<file path="src/eoc_defines.svh">
// Constants for the external oscillator control block: offsets, fields, resets.
// Assumes inclusion by bare name from any file of the block.
`ifndef EOC_DEFINES_SVH
`define EOC_DEFINES_SVH
`define EOC_ADDR_W 8
`define EOC_OFF_CTRL 8'h00
`define EOC_OFF_INT_STAT 8'h04
`define EOC_OFF_INT_EN 8'h08
`define EOC_OFF_INT_CLR 8'h0C
`define EOC_OFF_PIN_STAT 8'h10
`define EOC_CTRL_VALID_BIT 7
`define EOC_CTRL_MODE_MSB 6
`define EOC_CTRL_MODE_LSB 4
`define EOC_CTRL_DFS_MSB 2
`define EOC_CTRL_DFS_LSB 0
`define EOC_CTRL_RESET 6'h00
`define EOC_INT_W 2
`define EOC_INT_RESET 2'h0
`define EOC_INT_VALID_UP 0
`define EOC_INT_VALID_DOWN 1
`define EOC_PIN_IN_BIT 0
`define EOC_PIN_OUT_BIT 1
`define EOC_EXT_DIV 8
`define EOC_RESP_OKAY 2'h0
`define EOC_RESP_SLVERR 2'h2
`endif

</file>
<file path="src/eoc_pkg.sv">
// Types shared by the external oscillator control block.
// Assumes nothing of its surroundings.
package eoc_pkg;

  typedef enum logic [2:0] {
    EOC_MODE_OFF,
    EOC_MODE_CMOS,
    EOC_MODE_CMOS_DIV2,
    EOC_MODE_RC,
    EOC_MODE_CAP,
    EOC_MODE_XTAL
  } eoc_mode_e;

  typedef struct packed {
    logic [2:0] mode_sel;
    logic [2:0] drive_frequency_select;
  } eoc_ctrl_s;

  typedef struct packed {
    logic osc_in_claim;
    logic osc_out_claim;
  } eoc_pins_s;

  function automatic eoc_mode_e eoc_decode(input logic [2:0] f);
    eoc_mode_e m;
    m = EOC_MODE_OFF;
    unique casez (f)
      3'b00?: m = EOC_MODE_OFF;
      3'b010: m = EOC_MODE_CMOS;
      3'b011: m = EOC_MODE_CMOS_DIV2;
      3'b100: m = EOC_MODE_RC;
      3'b101: m = EOC_MODE_CAP;
      3'b11?: m = EOC_MODE_XTAL;
    endcase
    return m;
  endfunction

endpackage

</file>
<file path="src/eoc_div8.sv">
// Synchroniser and divider turning the raw oscillator pin into a tick.
// Assumes osc_raw is asynchronous to aclk and no faster than half the aclk rate.
`timescale 1ns/1ns
`include "eoc_defines.svh"
module eoc_div8 #(
  parameter int DIV = `EOC_EXT_DIV
) (
  input wire logic aclk,
  input wire logic aresetn,
  input wire logic enable,
  input wire logic halve,
  input wire logic osc_raw,
  output logic tick
);
  import eoc_pkg::*;

  localparam int CW = $clog2(DIV);

  if (DIV < 2 || (1 << CW) != DIV) begin : g_bad_div
    $error("DIV must be a power of two of at least two.");
  end

  logic s1_reg, s2_reg, s3_reg;
  logic half_reg, half_next;
  logic [CW-1:0] cnt_reg, cnt_next;
  logic tick_next;
  logic rise;

  // ------------------------------------------------------------
  // Edge counting
  // ------------------------------------------------------------
  // The two-stage capture costs up to one cycle of phase, which keeps
  // the tick within half a system cycle of jitter around its mean.
  always_comb begin
    rise = s2_reg && !s3_reg;
    half_next = half_reg;
    cnt_next = cnt_reg;
    tick_next = 1'b0;
    if (!enable) begin
      half_next = 1'b0;
      cnt_next = '0;
    end else if (rise) begin
      half_next = !half_reg;
      if (!halve || half_reg) begin
        cnt_next = cnt_reg + 1'b1;
        tick_next = (cnt_reg == CW'(DIV - 1));
      end
    end
  end

  always_ff @(posedge aclk) begin
    if (!aresetn) begin
      s1_reg <= 1'b0;
      s2_reg <= 1'b0;
      s3_reg <= 1'b0;
      half_reg <= 1'b0;
      cnt_reg <= '0;
      tick <= 1'b0;
    end else begin
      s1_reg <= osc_raw;
      s2_reg <= s1_reg;
      s3_reg <= s2_reg;
      half_reg <= half_next;
      cnt_reg <= cnt_next;
      tick <= tick_next;
    end
  end

endmodule // eoc_div8

</file>
<file path="src/eoc_top.sv">
// External oscillator control: mode register, pin claims, crystal-valid flag,
// divided peripheral tick and interrupt, behind an AXI4-Lite slave.
// Assumes the analog amplifier and pad logic sit outside and use the outputs.
//
// Contract
// - Crystal mode claims input and output pins.
// - Other active modes claim output pin only.
// - Offer oscillator divided by eight tick; EOC_MODE_CMOS_DIV2 divides by sixteen.
// - Tick synchronised, jitter within half cycle.
// - Never switch system clock before valid.
// - Mode field decodes into six modes.
`timescale 1ns/1ns
`include "eoc_defines.svh"
module eoc_top #(
  parameter int EXT_DIV = `EOC_EXT_DIV
) (
  input wire logic aclk,
  input wire logic aresetn,
  input wire logic [`EOC_ADDR_W-1:0] s_axi_awaddr,
  input wire logic s_axi_awvalid,
  output logic s_axi_awready,
  input wire logic [31:0] s_axi_wdata,
  input wire logic [3:0] s_axi_wstrb,
  input wire logic s_axi_wvalid,
  output logic s_axi_wready,
  output logic [1:0] s_axi_bresp,
  output logic s_axi_bvalid,
  input wire logic s_axi_bready,
  input wire logic [`EOC_ADDR_W-1:0] s_axi_araddr,
  input wire logic s_axi_arvalid,
  output logic s_axi_arready,
  output logic [31:0] s_axi_rdata,
  output logic [1:0] s_axi_rresp,
  output logic s_axi_rvalid,
  input wire logic s_axi_rready,
  input wire logic osc_clk_pin,
  input wire logic amp_stable_pin,
  output eoc_pkg::eoc_pins_s pin_claim,
  output logic osc_drive_enable,
  output logic [2:0] osc_drive_freq,
  output eoc_pkg::eoc_mode_e osc_mode,
  output logic crystal_valid_flag,
  output logic ext_div8_tick,
  output logic irq
);
  import eoc_pkg::*;

  // ------------------------------------------------------------
  // Register bus state
  // ------------------------------------------------------------
  logic aw_have_reg, aw_have_next;
  logic w_have_reg, w_have_next;
  logic [`EOC_ADDR_W-1:0] aw_addr_reg, aw_addr_next;
  logic [31:0] w_data_reg, w_data_next;
  logic w_lane0_reg, w_lane0_next;
  logic awready_next, wready_next, bvalid_next, arready_next, rvalid_next;
  logic [1:0] bresp_next, rresp_next;
  logic [31:0] rdata_next;
  logic wr_fire;

  // ------------------------------------------------------------
  // Control and status state
  // ------------------------------------------------------------
  eoc_ctrl_s ctrl_reg, ctrl_next;
  logic [`EOC_INT_W-1:0] int_stat_reg, int_stat_next;
  logic [`EOC_INT_W-1:0] int_en_reg, int_en_next;
  logic [`EOC_INT_W-1:0] int_set, int_clr;
  logic amp_s1_reg, amp_s2_reg;
  logic valid_next;
  eoc_pins_s pins_next;
  eoc_mode_e mode_dec;
  logic irq_next;

  always_comb begin
    wr_fire = aw_have_reg && w_have_reg && !s_axi_bvalid;
    aw_have_next = aw_have_reg;
    w_have_next = w_have_reg;
    aw_addr_next = aw_addr_reg;
    w_data_next = w_data_reg;
    w_lane0_next = w_lane0_reg;
    bvalid_next = s_axi_bvalid;
    bresp_next = s_axi_bresp;
    if (s_axi_awvalid && s_axi_awready) begin
      aw_have_next = 1'b1;
      aw_addr_next = s_axi_awaddr;
    end
    if (s_axi_wvalid && s_axi_wready) begin
      w_have_next = 1'b1;
      w_data_next = s_axi_wdata;
      w_lane0_next = s_axi_wstrb[0];
    end
    if (wr_fire) begin
      aw_have_next = 1'b0;
      w_have_next = 1'b0;
      bvalid_next = 1'b1;
      unique case (aw_addr_reg)
        `EOC_OFF_CTRL, `EOC_OFF_INT_EN, `EOC_OFF_INT_CLR: bresp_next = `EOC_RESP_OKAY;
        `EOC_OFF_INT_STAT, `EOC_OFF_PIN_STAT: bresp_next = `EOC_RESP_OKAY;
        default: bresp_next = `EOC_RESP_SLVERR;
      endcase
    end else if (s_axi_bvalid && s_axi_bready) begin
      bvalid_next = 1'b0;
    end
    awready_next = !aw_have_next;
    wready_next = !w_have_next;
  end

  always_comb begin
    rvalid_next = s_axi_rvalid;
    rdata_next = s_axi_rdata;
    rresp_next = s_axi_rresp;
    if (s_axi_arvalid && s_axi_arready) begin
      rvalid_next = 1'b1;
      rdata_next = 32'h0000_0000;
      rresp_next = `EOC_RESP_OKAY;
      unique case (s_axi_araddr)
        `EOC_OFF_CTRL: begin
          rdata_next[`EOC_CTRL_VALID_BIT] = crystal_valid_flag;
          rdata_next[`EOC_CTRL_MODE_MSB:`EOC_CTRL_MODE_LSB] = ctrl_reg.mode_sel;
          rdata_next[`EOC_CTRL_DFS_MSB:`EOC_CTRL_DFS_LSB] = ctrl_reg.drive_frequency_select;
        end
        `EOC_OFF_INT_STAT: rdata_next[`EOC_INT_W-1:0] = int_stat_reg;
        `EOC_OFF_INT_EN: rdata_next[`EOC_INT_W-1:0] = int_en_reg;
        `EOC_OFF_INT_CLR: rdata_next = 32'h0000_0000;
        `EOC_OFF_PIN_STAT: begin
          rdata_next[`EOC_PIN_IN_BIT] = pin_claim.osc_in_claim;
          rdata_next[`EOC_PIN_OUT_BIT] = pin_claim.osc_out_claim;
        end
        default: rresp_next = `EOC_RESP_SLVERR;
      endcase
    end else if (s_axi_rvalid && s_axi_rready) begin
      rvalid_next = 1'b0;
    end
    arready_next = !rvalid_next;
  end

  // ------------------------------------------------------------
  // Mode, pins, valid flag and interrupt
  // ------------------------------------------------------------
  always_comb begin
    ctrl_next = ctrl_reg;
    int_en_next = int_en_reg;
    int_clr = '0;
    if (wr_fire && w_lane0_reg) begin
      unique case (aw_addr_reg)
        `EOC_OFF_CTRL: begin
          // The valid bit and the reserved bit ignore writes.
          ctrl_next.mode_sel = w_data_reg[`EOC_CTRL_MODE_MSB:`EOC_CTRL_MODE_LSB];
          ctrl_next.drive_frequency_select = w_data_reg[`EOC_CTRL_DFS_MSB:`EOC_CTRL_DFS_LSB];
        end
        `EOC_OFF_INT_EN: int_en_next = w_data_reg[`EOC_INT_W-1:0];
        `EOC_OFF_INT_CLR: int_clr = w_data_reg[`EOC_INT_W-1:0];
        default: ;
      endcase
    end
    mode_dec = eoc_decode(ctrl_next.mode_sel);
    pins_next.osc_in_claim = (mode_dec == EOC_MODE_XTAL);
    pins_next.osc_out_claim = (mode_dec != EOC_MODE_OFF);
    valid_next = (mode_dec == EOC_MODE_XTAL) && amp_s2_reg;
    int_set = '0;
    int_set[`EOC_INT_VALID_UP] = valid_next && !crystal_valid_flag;
    int_set[`EOC_INT_VALID_DOWN] = !valid_next && crystal_valid_flag;
    // A new event outweighs a clear written in the same cycle.
    int_stat_next = (int_stat_reg & ~int_clr) | int_set;
    irq_next = |(int_stat_next & int_en_next);
  end

  always_ff @(posedge aclk) begin
    if (!aresetn) begin
      aw_have_reg <= 1'b0;
      w_have_reg <= 1'b0;
      aw_addr_reg <= '0;
      w_data_reg <= 32'h0000_0000;
      w_lane0_reg <= 1'b0;
      s_axi_awready <= 1'b0;
      s_axi_wready <= 1'b0;
      s_axi_bvalid <= 1'b0;
      s_axi_bresp <= `EOC_RESP_OKAY;
      s_axi_arready <= 1'b0;
      s_axi_rvalid <= 1'b0;
      s_axi_rdata <= 32'h0000_0000;
      s_axi_rresp <= `EOC_RESP_OKAY;
      ctrl_reg <= `EOC_CTRL_RESET;
      int_stat_reg <= `EOC_INT_RESET;
      int_en_reg <= `EOC_INT_RESET;
      amp_s1_reg <= 1'b0;
      amp_s2_reg <= 1'b0;
      pin_claim <= '0;
      osc_drive_enable <= 1'b0;
      osc_drive_freq <= 3'h0;
      osc_mode <= EOC_MODE_OFF;
      crystal_valid_flag <= 1'b0;
      irq <= 1'b0;
    end else begin
      aw_have_reg <= aw_have_next;
      w_have_reg <= w_have_next;
      aw_addr_reg <= aw_addr_next;
      w_data_reg <= w_data_next;
      w_lane0_reg <= w_lane0_next;
      s_axi_awready <= awready_next;
      s_axi_wready <= wready_next;
      s_axi_bvalid <= bvalid_next;
      s_axi_bresp <= bresp_next;
      s_axi_arready <= arready_next;
      s_axi_rvalid <= rvalid_next;
      s_axi_rdata <= rdata_next;
      s_axi_rresp <= rresp_next;
      ctrl_reg <= ctrl_next;
      int_stat_reg <= int_stat_next;
      int_en_reg <= int_en_next;
      amp_s1_reg <= amp_stable_pin;
      amp_s2_reg <= amp_s1_reg;
      pin_claim <= pins_next;
      osc_drive_enable <= (mode_dec != EOC_MODE_OFF);
      osc_drive_freq <= ctrl_next.drive_frequency_select;
      osc_mode <= mode_dec;
      crystal_valid_flag <= valid_next;
      irq <= irq_next;
    end
  end

  // ------------------------------------------------------------
  // Peripheral tick
  // ------------------------------------------------------------
  // synchronised divided tick
  eoc_div8 #(
    .DIV(EXT_DIV)
  ) u_div (
    .aclk(aclk),
    .aresetn(aresetn),
    .enable(osc_drive_enable),
    .halve(osc_mode == EOC_MODE_CMOS_DIV2),
    .osc_raw(osc_clk_pin),
    .tick(ext_div8_tick)
  );

endmodule // eoc_top

</file>
<file path="config.mk">
export PLATFORM = sky130hd
export DESIGN_NAME = eoc_top
export DESIGN_NICKNAME = d
export VERILOG_FILES = /design/src/eoc_pkg.sv /design/src/eoc_div8.sv /design/src/eoc_top.sv
export VERILOG_INCLUDE_DIRS = /design/src
export SDC_FILE = /design/constraint.sdc
export NUM_CORES = 1
export LEC_CHECK = 0
export BUFFER_PORTS_ARGS = -buffer_cell sky130_fd_sc_hd__buf_2
export CORE_ASPECT_RATIO = 1.1
export CORE_MARGIN = 3
export CORE_UTILIZATION = 47
export DETAILED_ROUTE_END_ITERATION = 16
export PLACE_DENSITY = 0.8
export RECOVER_POWER = 50
export SETUP_SLACK_MARGIN = 0.4
export SKIP_CTS_REPAIR_TIMING = 1
export SYNTH_ARGS = -nofsm -noshare
export SYNTH_HDL_FRONTEND = slang
export SYNTH_SLANG_ARGS = --single-unit
</file>
<file path="constraint.sdc">
create_clock -name aclk -period 2.9 [get_ports aclk]
set_input_delay 0 -clock aclk [delete_from_list [all_inputs] [get_ports aclk]]
set_output_delay 0 -clock aclk [all_outputs]
set_load 0.02 [all_outputs]
</file>
# Word level (Yosys, flattened, before mapping)

Cells that the tools add are included.

Input bits: 61
Output and inout bits: 53
Register bits: 61
Logic and storage cells: 105

Equal/unequal tests: 16
Bitwise gates (word level): 4
Add/sub/neg operators: 1
Multiplexer cells: 20
Reductions and logical operators: 34

Operator list:

| cell                                                 | number |
|---|---|
| equality test 8 x 4 -> 1 bit (second input constant) | 4 |
| case mux 3 bit (6 select lines)                      | 1 |
| equality test 8 x 3 -> 1 bit (second input constant) | 2 |
| equality test 8 x 5 -> 1 bit (second input constant) | 2 |
| logical NOT 8 bit                                    | 2 |
| equality test 3 bit (second input constant)          | 4 |
| logical AND 1 bit                                    | 12 |
| two-way mux 2 bit                                    | 6 |
| two-way mux 6 bit                                    | 2 |
| OR reduction 5 bit                                   | 2 |
| equality test 3 x 2 -> 1 bit (second input constant) | 3 |
| logical NOT 1 bit                                    | 9 |
| two-way mux 1 bit                                    | 9 |
| case mux 2 bit (4 select lines)                      | 1 |
| AND reduction 2 bit                                  | 3 |
| AND 2 bit                                            | 2 |
| two-way mux 4 bit                                    | 1 |
| AND reduction 4 bit                                  | 1 |
| adder 3 x 1 -> 3 bit (second input constant)         | 1 |
| nonzero test 3 bit                                   | 1 |
| equality test 2 bit (second input constant)          | 1 |
| logical NOT 2 bit                                    | 1 |
| NOT 2 bit                                            | 1 |
| OR 2 bit                                             | 1 |
| 3 further kinds                                      | 3 |

# Depth between registers and ports, before layout

Depth after elaboration: 13
Gate-level depth with buffers: 6
Depth with buffers taken out: 5

# By module

Synthesis repeated with hierarchy kept, for this count alone.

Cells, all modules: 292
Area, all modules: 2532.4 sq um

By module, submodules not included:

| module   | area an instance (sq um) | instances | seq. area each (sq um) | cells each |
|---|---|---|---|---|
| eoc_top  | 2210.9                   | 1         | 1001.0                 | 263 |
| eoc_div8 | 321.6                    | 1         | 160.2                  | 29 |

# Worst setup path after synthesis

No wires, ideal clock.

Path kind: register -> register
Start point: register aw_addr_reg[0]
End point: register irq
Path buffers: 0
Clock period less this slack: 2.074 ns
Setup slack: 0.826 ns
Stages on the path, launching flop included: 6
Data arrival time: 1.957 ns
Data required time: 2.783 ns
Setup time: 0.117 ns
Cell sequence: dfxtp_1 or4_4 or3_4 or3_1 a32o_1 a22o_1

Longest elaborated chain between the ends: 12
Elaborated cells between the ends (all ways): 26
Those cells by class: eq/ne (8); mux (7); bitwise (4); reduce/logical (7)

Ends and longest elaborated chain:

| element                                           | line           | source |
|---|---|---|
| start: declaration                                | eoc_top.sv:53  | `` logic [`EOC_ADDR_W-1:0] aw_addr_reg, aw_addr_next; `` |
| start signal: assignment                          | eoc_top.sv:197 | `aw_addr_reg <= aw_addr_next;` |
| logical NOT 8 bit                                 | eoc_top.sv:145 | `unique case (aw_addr_reg)` |
| two-way mux 6 bit                                 | eoc_top.sv:145 |  |
| two-way mux 6 bit                                 | eoc_top.sv:144 | `if (wr_fire && w_lane0_reg) begin` |
| equality test 3 bit, or another cell as far along | eoc_pkg.sv:27  | `unique casez (f)` |
| case mux 3 bit (6 select lines)                   | eoc_pkg.sv:27  |  |
| equality test 3 bit                               | eoc_top.sv:159 | `valid_next = (mode_dec == EOC_MODE_XTAL) && amp_s2_reg;` |
| logical AND 1 bit                                 | eoc_top.sv:159 |  |
| logical NOT 1 bit                                 | eoc_top.sv:162 | `` int_set[`EOC_INT_VALID_DOWN] = !valid_next && crystal_valid_flag; `` |
| logical AND 1 bit                                 | eoc_top.sv:162 |  |
| OR 2 bit                                          | eoc_top.sv:164 | `int_stat_next = (int_stat_reg & ~int_clr) \| int_set;` |
| AND 2 bit (*)                                     | eoc_top.sv:165 | `irq_next = \|(int_stat_next & int_en_next);` |
| OR reduction 2 bit (*)                            | eoc_top.sv:165 |  |
| end signal: assignment                            | eoc_top.sv:218 | `irq <= irq_next;` |
| end: declaration                                  | eoc_top.sv:44  | `output logic irq` |

Every way passes the cells marked *; elsewhere a longest branch is shown, timed or not.
A chain may end at the register's enable or synchronous reset.

# Worst setup path after layout

Start point: register aw_addr_reg[0]
End point: register osc_mode[1]

Longest elaborated chain between the ends: 5
Elaborated cells between the ends (all ways): 10
Those cells by class: eq/ne (5); mux (3); reduce/logical (2)

Ends and longest elaborated chain:

| element                                           | line           | source |
|---|---|---|
| logical NOT 8 bit (*)                             | eoc_top.sv:145 |  |
| two-way mux 6 bit (*)                             | eoc_top.sv:145 |  |
| two-way mux 6 bit (*)                             | eoc_top.sv:144 |  |
| equality test 3 bit, or another cell as far along | eoc_pkg.sv:27  |  |
| case mux 3 bit (6 select lines) (*)               | eoc_pkg.sv:27  |  |
| end signal: assignment                            | eoc_top.sv:216 | `osc_mode <= mode_dec;` |
| end: declaration                                  | eoc_top.sv:41  | `output eoc_pkg::eoc_mode_e osc_mode,` |

Marks and branches as above.

==> impl_results.md <==
* Outcome: finished, violations left
* Violated checks: negative hold slack, max-capacitance violations, max-slew violations
* Post-route DRC violation count at 0
* Effective utilization at floorplan at 49.9%
* Critical Path Source Type: register
* Flops & latches, synth at 58
* CP Cell Sequence: or4_4, or4b_1, mux2i_4, o211a_1
* Die area at 6420 sq um
* Number of flops mapped to enable cells by yosys at 0
* FF+latch area at 1160 sq um
* Ys async rst share at 0%
* Leakage at 1.28 nW
* P per Cell Area at 632 nW/um^2
* Antenna viol nets, final at 0
* Clk_lat worst skew at 0.33 ns
* Worst path top cell family by delay: simple AND/OR/NAND/NOR gates
* DRT iter0 DRCs at 89
* Critical path required time at 3.12 ns
* TritonCTS buffer count at 9
* Layout cells sized above 1 at 14.4%
* Drt wl/cell at 12.3 microns
* Largest net degree at the start of global routing at 54
* Max-cap violations at 1
* Top cells by area, synth: dfxtp_1 (45%), buf_4 (9.0%), a21boi_0 (5.8%)
* Synth warnings at 0
* Slew Limit Headroom at -17.8%
* FP Rows at 27
* Cell area after synthesis at 2580 sq um
* Slew Viols, Final at 54
* WL final at 5.31 mm
* 1st-pass router iterations at 5
* Area of the multi-input gates at 1220 sq um
* Clk root buf: clkbuf_8
* Via count at 2100
* Synth Instances at 284
* Synth-to-Final Area Change at 25.2%
* Vias in the first global route at 1786
* H-Tree Depth at 3
* Clock Skew at 0.00495 ns
* RSZ-0062 raised after global routing: no
* Post-synth cell types at 46
* Die Height at 83.7 microns
* Most frequent cells in the layout: dfxtp_1 (58), nand2_1 (36), buf_2 (31)
* Worst IR Drop VDD at 0.366 mV
* Dpl hpwl at 3.54 mm
* Final std cells w/o fill at 432
* Placed instance area at 2780 sq um
* IO Port Bufs at 57
* CTS Buffer Depth at 2
* Period utilisation layout at 77.6%
* Area leader, netlist: dfxtp_1
* Kind of critical path: register to register
* Final Hold Slack at -0.00496 ns
* Initial antenna violation count at 0
* # IOs at 114
* Grt ovf at 0
* Gp weighted congestion at 0.822
* Most common cell after layout, fill and taps aside: dfxtp_1
* Placed cell count at 396
* FMAX at 0.444 GHz
* Max reg flops at 8
* # diodes at 0
* CP max-delay cell: or4b_1
* Min-Delay Path Class: input pin to register
* Main synth FF type: dfxtp_1
* Final Hold Fails at 1
* Syn avg cell area at 9.08 sq um
* TritonCTS clock tree: built
* Crit path largest cell delay at 0.74 ns
* Finish-stage setup viols at 0
* Design Area, Final at 3230 sq um
* First-pass GRT wire length at 8.26 mm
* Worst Path Buf+Inv at 0
* Post-synthesis sequential area ratio at 45.0%
* Fin Setup TNS at 0 ns
* Total track usage at 16.0%
* Largest fanout on the critical path at 9
* Nature of the critical path endpoint: register
* Vias per cell at 4.86
* CTS clk-pin slew, worst paths at 0.06 ns
* Worst-Margin Slew at 1.77 ns
* Die width at 76.6 microns
* Nets at 418
* Fill cell count at 477
* CTS sink cnt at 58
* Area fraction of the dominant cell type after synthesis at 45.0%
* Core area at 5170 sq um
* Worst EP arrival at 2.47 ns
* Minimum clock period at 2.25 ns
==> logic make-up after synthesis <==
kind of cell | Yosys count | share of synthesized area (%)
simple gates | 112 | 22.9
buf+inv | 47 | 11.4
other cells | 1 | 0.145
xor+xnor | 2 | 0.679
flops | 58 | 45.0
mux | 6 | 2.81
fa+ha+maj | 2 | 0.970
compound gates | 56 | 16.0
==> routing by layer <==
| layer | track usage, % | vias to the layer above | wire length [microns] | part of all wire (%) |
|---|---|---|---|---|
| met5 | 0 | - | 0 | 0 |
| met4 | 7.41 | 0 | 93 | 1.8 |
| met3 | 5.72 | 9 | 342 | 6.4 |
| met1 | 20.2 | 934 | 2360 | 45 |
| met2 | 24.3 | 79 | 2510 | 47 |
| li1 | - | 1078 | - | - |
==> synth_stat cells, types with 2 or more instances <==
library cell  count
a21boi_1          2
buf_4            31
buf_2             2
mux2i_1           5
ha_1              2
o211a_1           2
nand2_1          36
a211oi_1          4
a21oi_1           4
nor2b_1          12
dfxtp_1          58
o21ai_0           5
a22oi_1           5
clkbuf_1         11
nor3_1            3
o211ai_1          2
and2_1            8
o21a_1            2
nand3_1          22
nand3b_1          2
or4_1             2
a31oi_1           2
nor2_1           11
nand2b_1          4
and3_1            2
a21boi_0         20
xnor2_1           2
inv_1             3
or3_1             2
o31ai_1           2
==> metrics by stage <==
step | util [%] | setup WS [ns] | total power [mW] | hold slack, ns
finish | 62.5 | 0.649 | 2.04 | -0.00496
global route | 62.5 | 0.563 | 2.12 | 0.0140
CTS | 59.2 | 0.648 | 2.04 | -0.144
detailed placement | 53.7 | 0.662 | 0.994 | 0.213
global placement | 53.7 | 0.670 | 0.991 | 0.210
floorplan | - | 0.826 | 0.980 | 0.127
==> power by group <==
group          total [mW]  internal [mW]  switching [mW]
sequential          0.842          0.819          0.0230
clock                1.04          0.728           0.314
combinational       0.157         0.0649          0.0917
total                2.04           1.61           0.429
==> layout make-up <==
type / count / area share, %
Clock buffer: 12 / 5.11
Clock inverter: 4 / 3.72
Inverter: 3 / 0.349
Multi-Input combinational cell: 205 / 37.8
Sequential cell: 58 / 36.0
Tap cell: 72 / 2.79
Timing Repair Buffer: 78 / 14.3
==> final timing paths <==
path | startpoint | to | slack [ns] | cells after the start
max | aw_addr_reg[0] | osc_mode[1] | 0.65 | 4
min | s_axi_araddr[4] | s_axi_rresp[1] | -0.005 | 3
max reg2reg | aw_addr_reg[0] | osc_mode[1] | 0.65 | 4
min reg2reg | u_div.s1_reg | u_div.s2_reg | 0.44 | 1
==> worst reg2reg max path: stages, from the launching register on <==
cell	delay, ns
dfxtp_1	0.31
or4_4	0.57
or4b_1	0.74
mux2i_4	0.29
o211a_1	0.23
No activity file was read; power rests on OpenSTA's default activity.
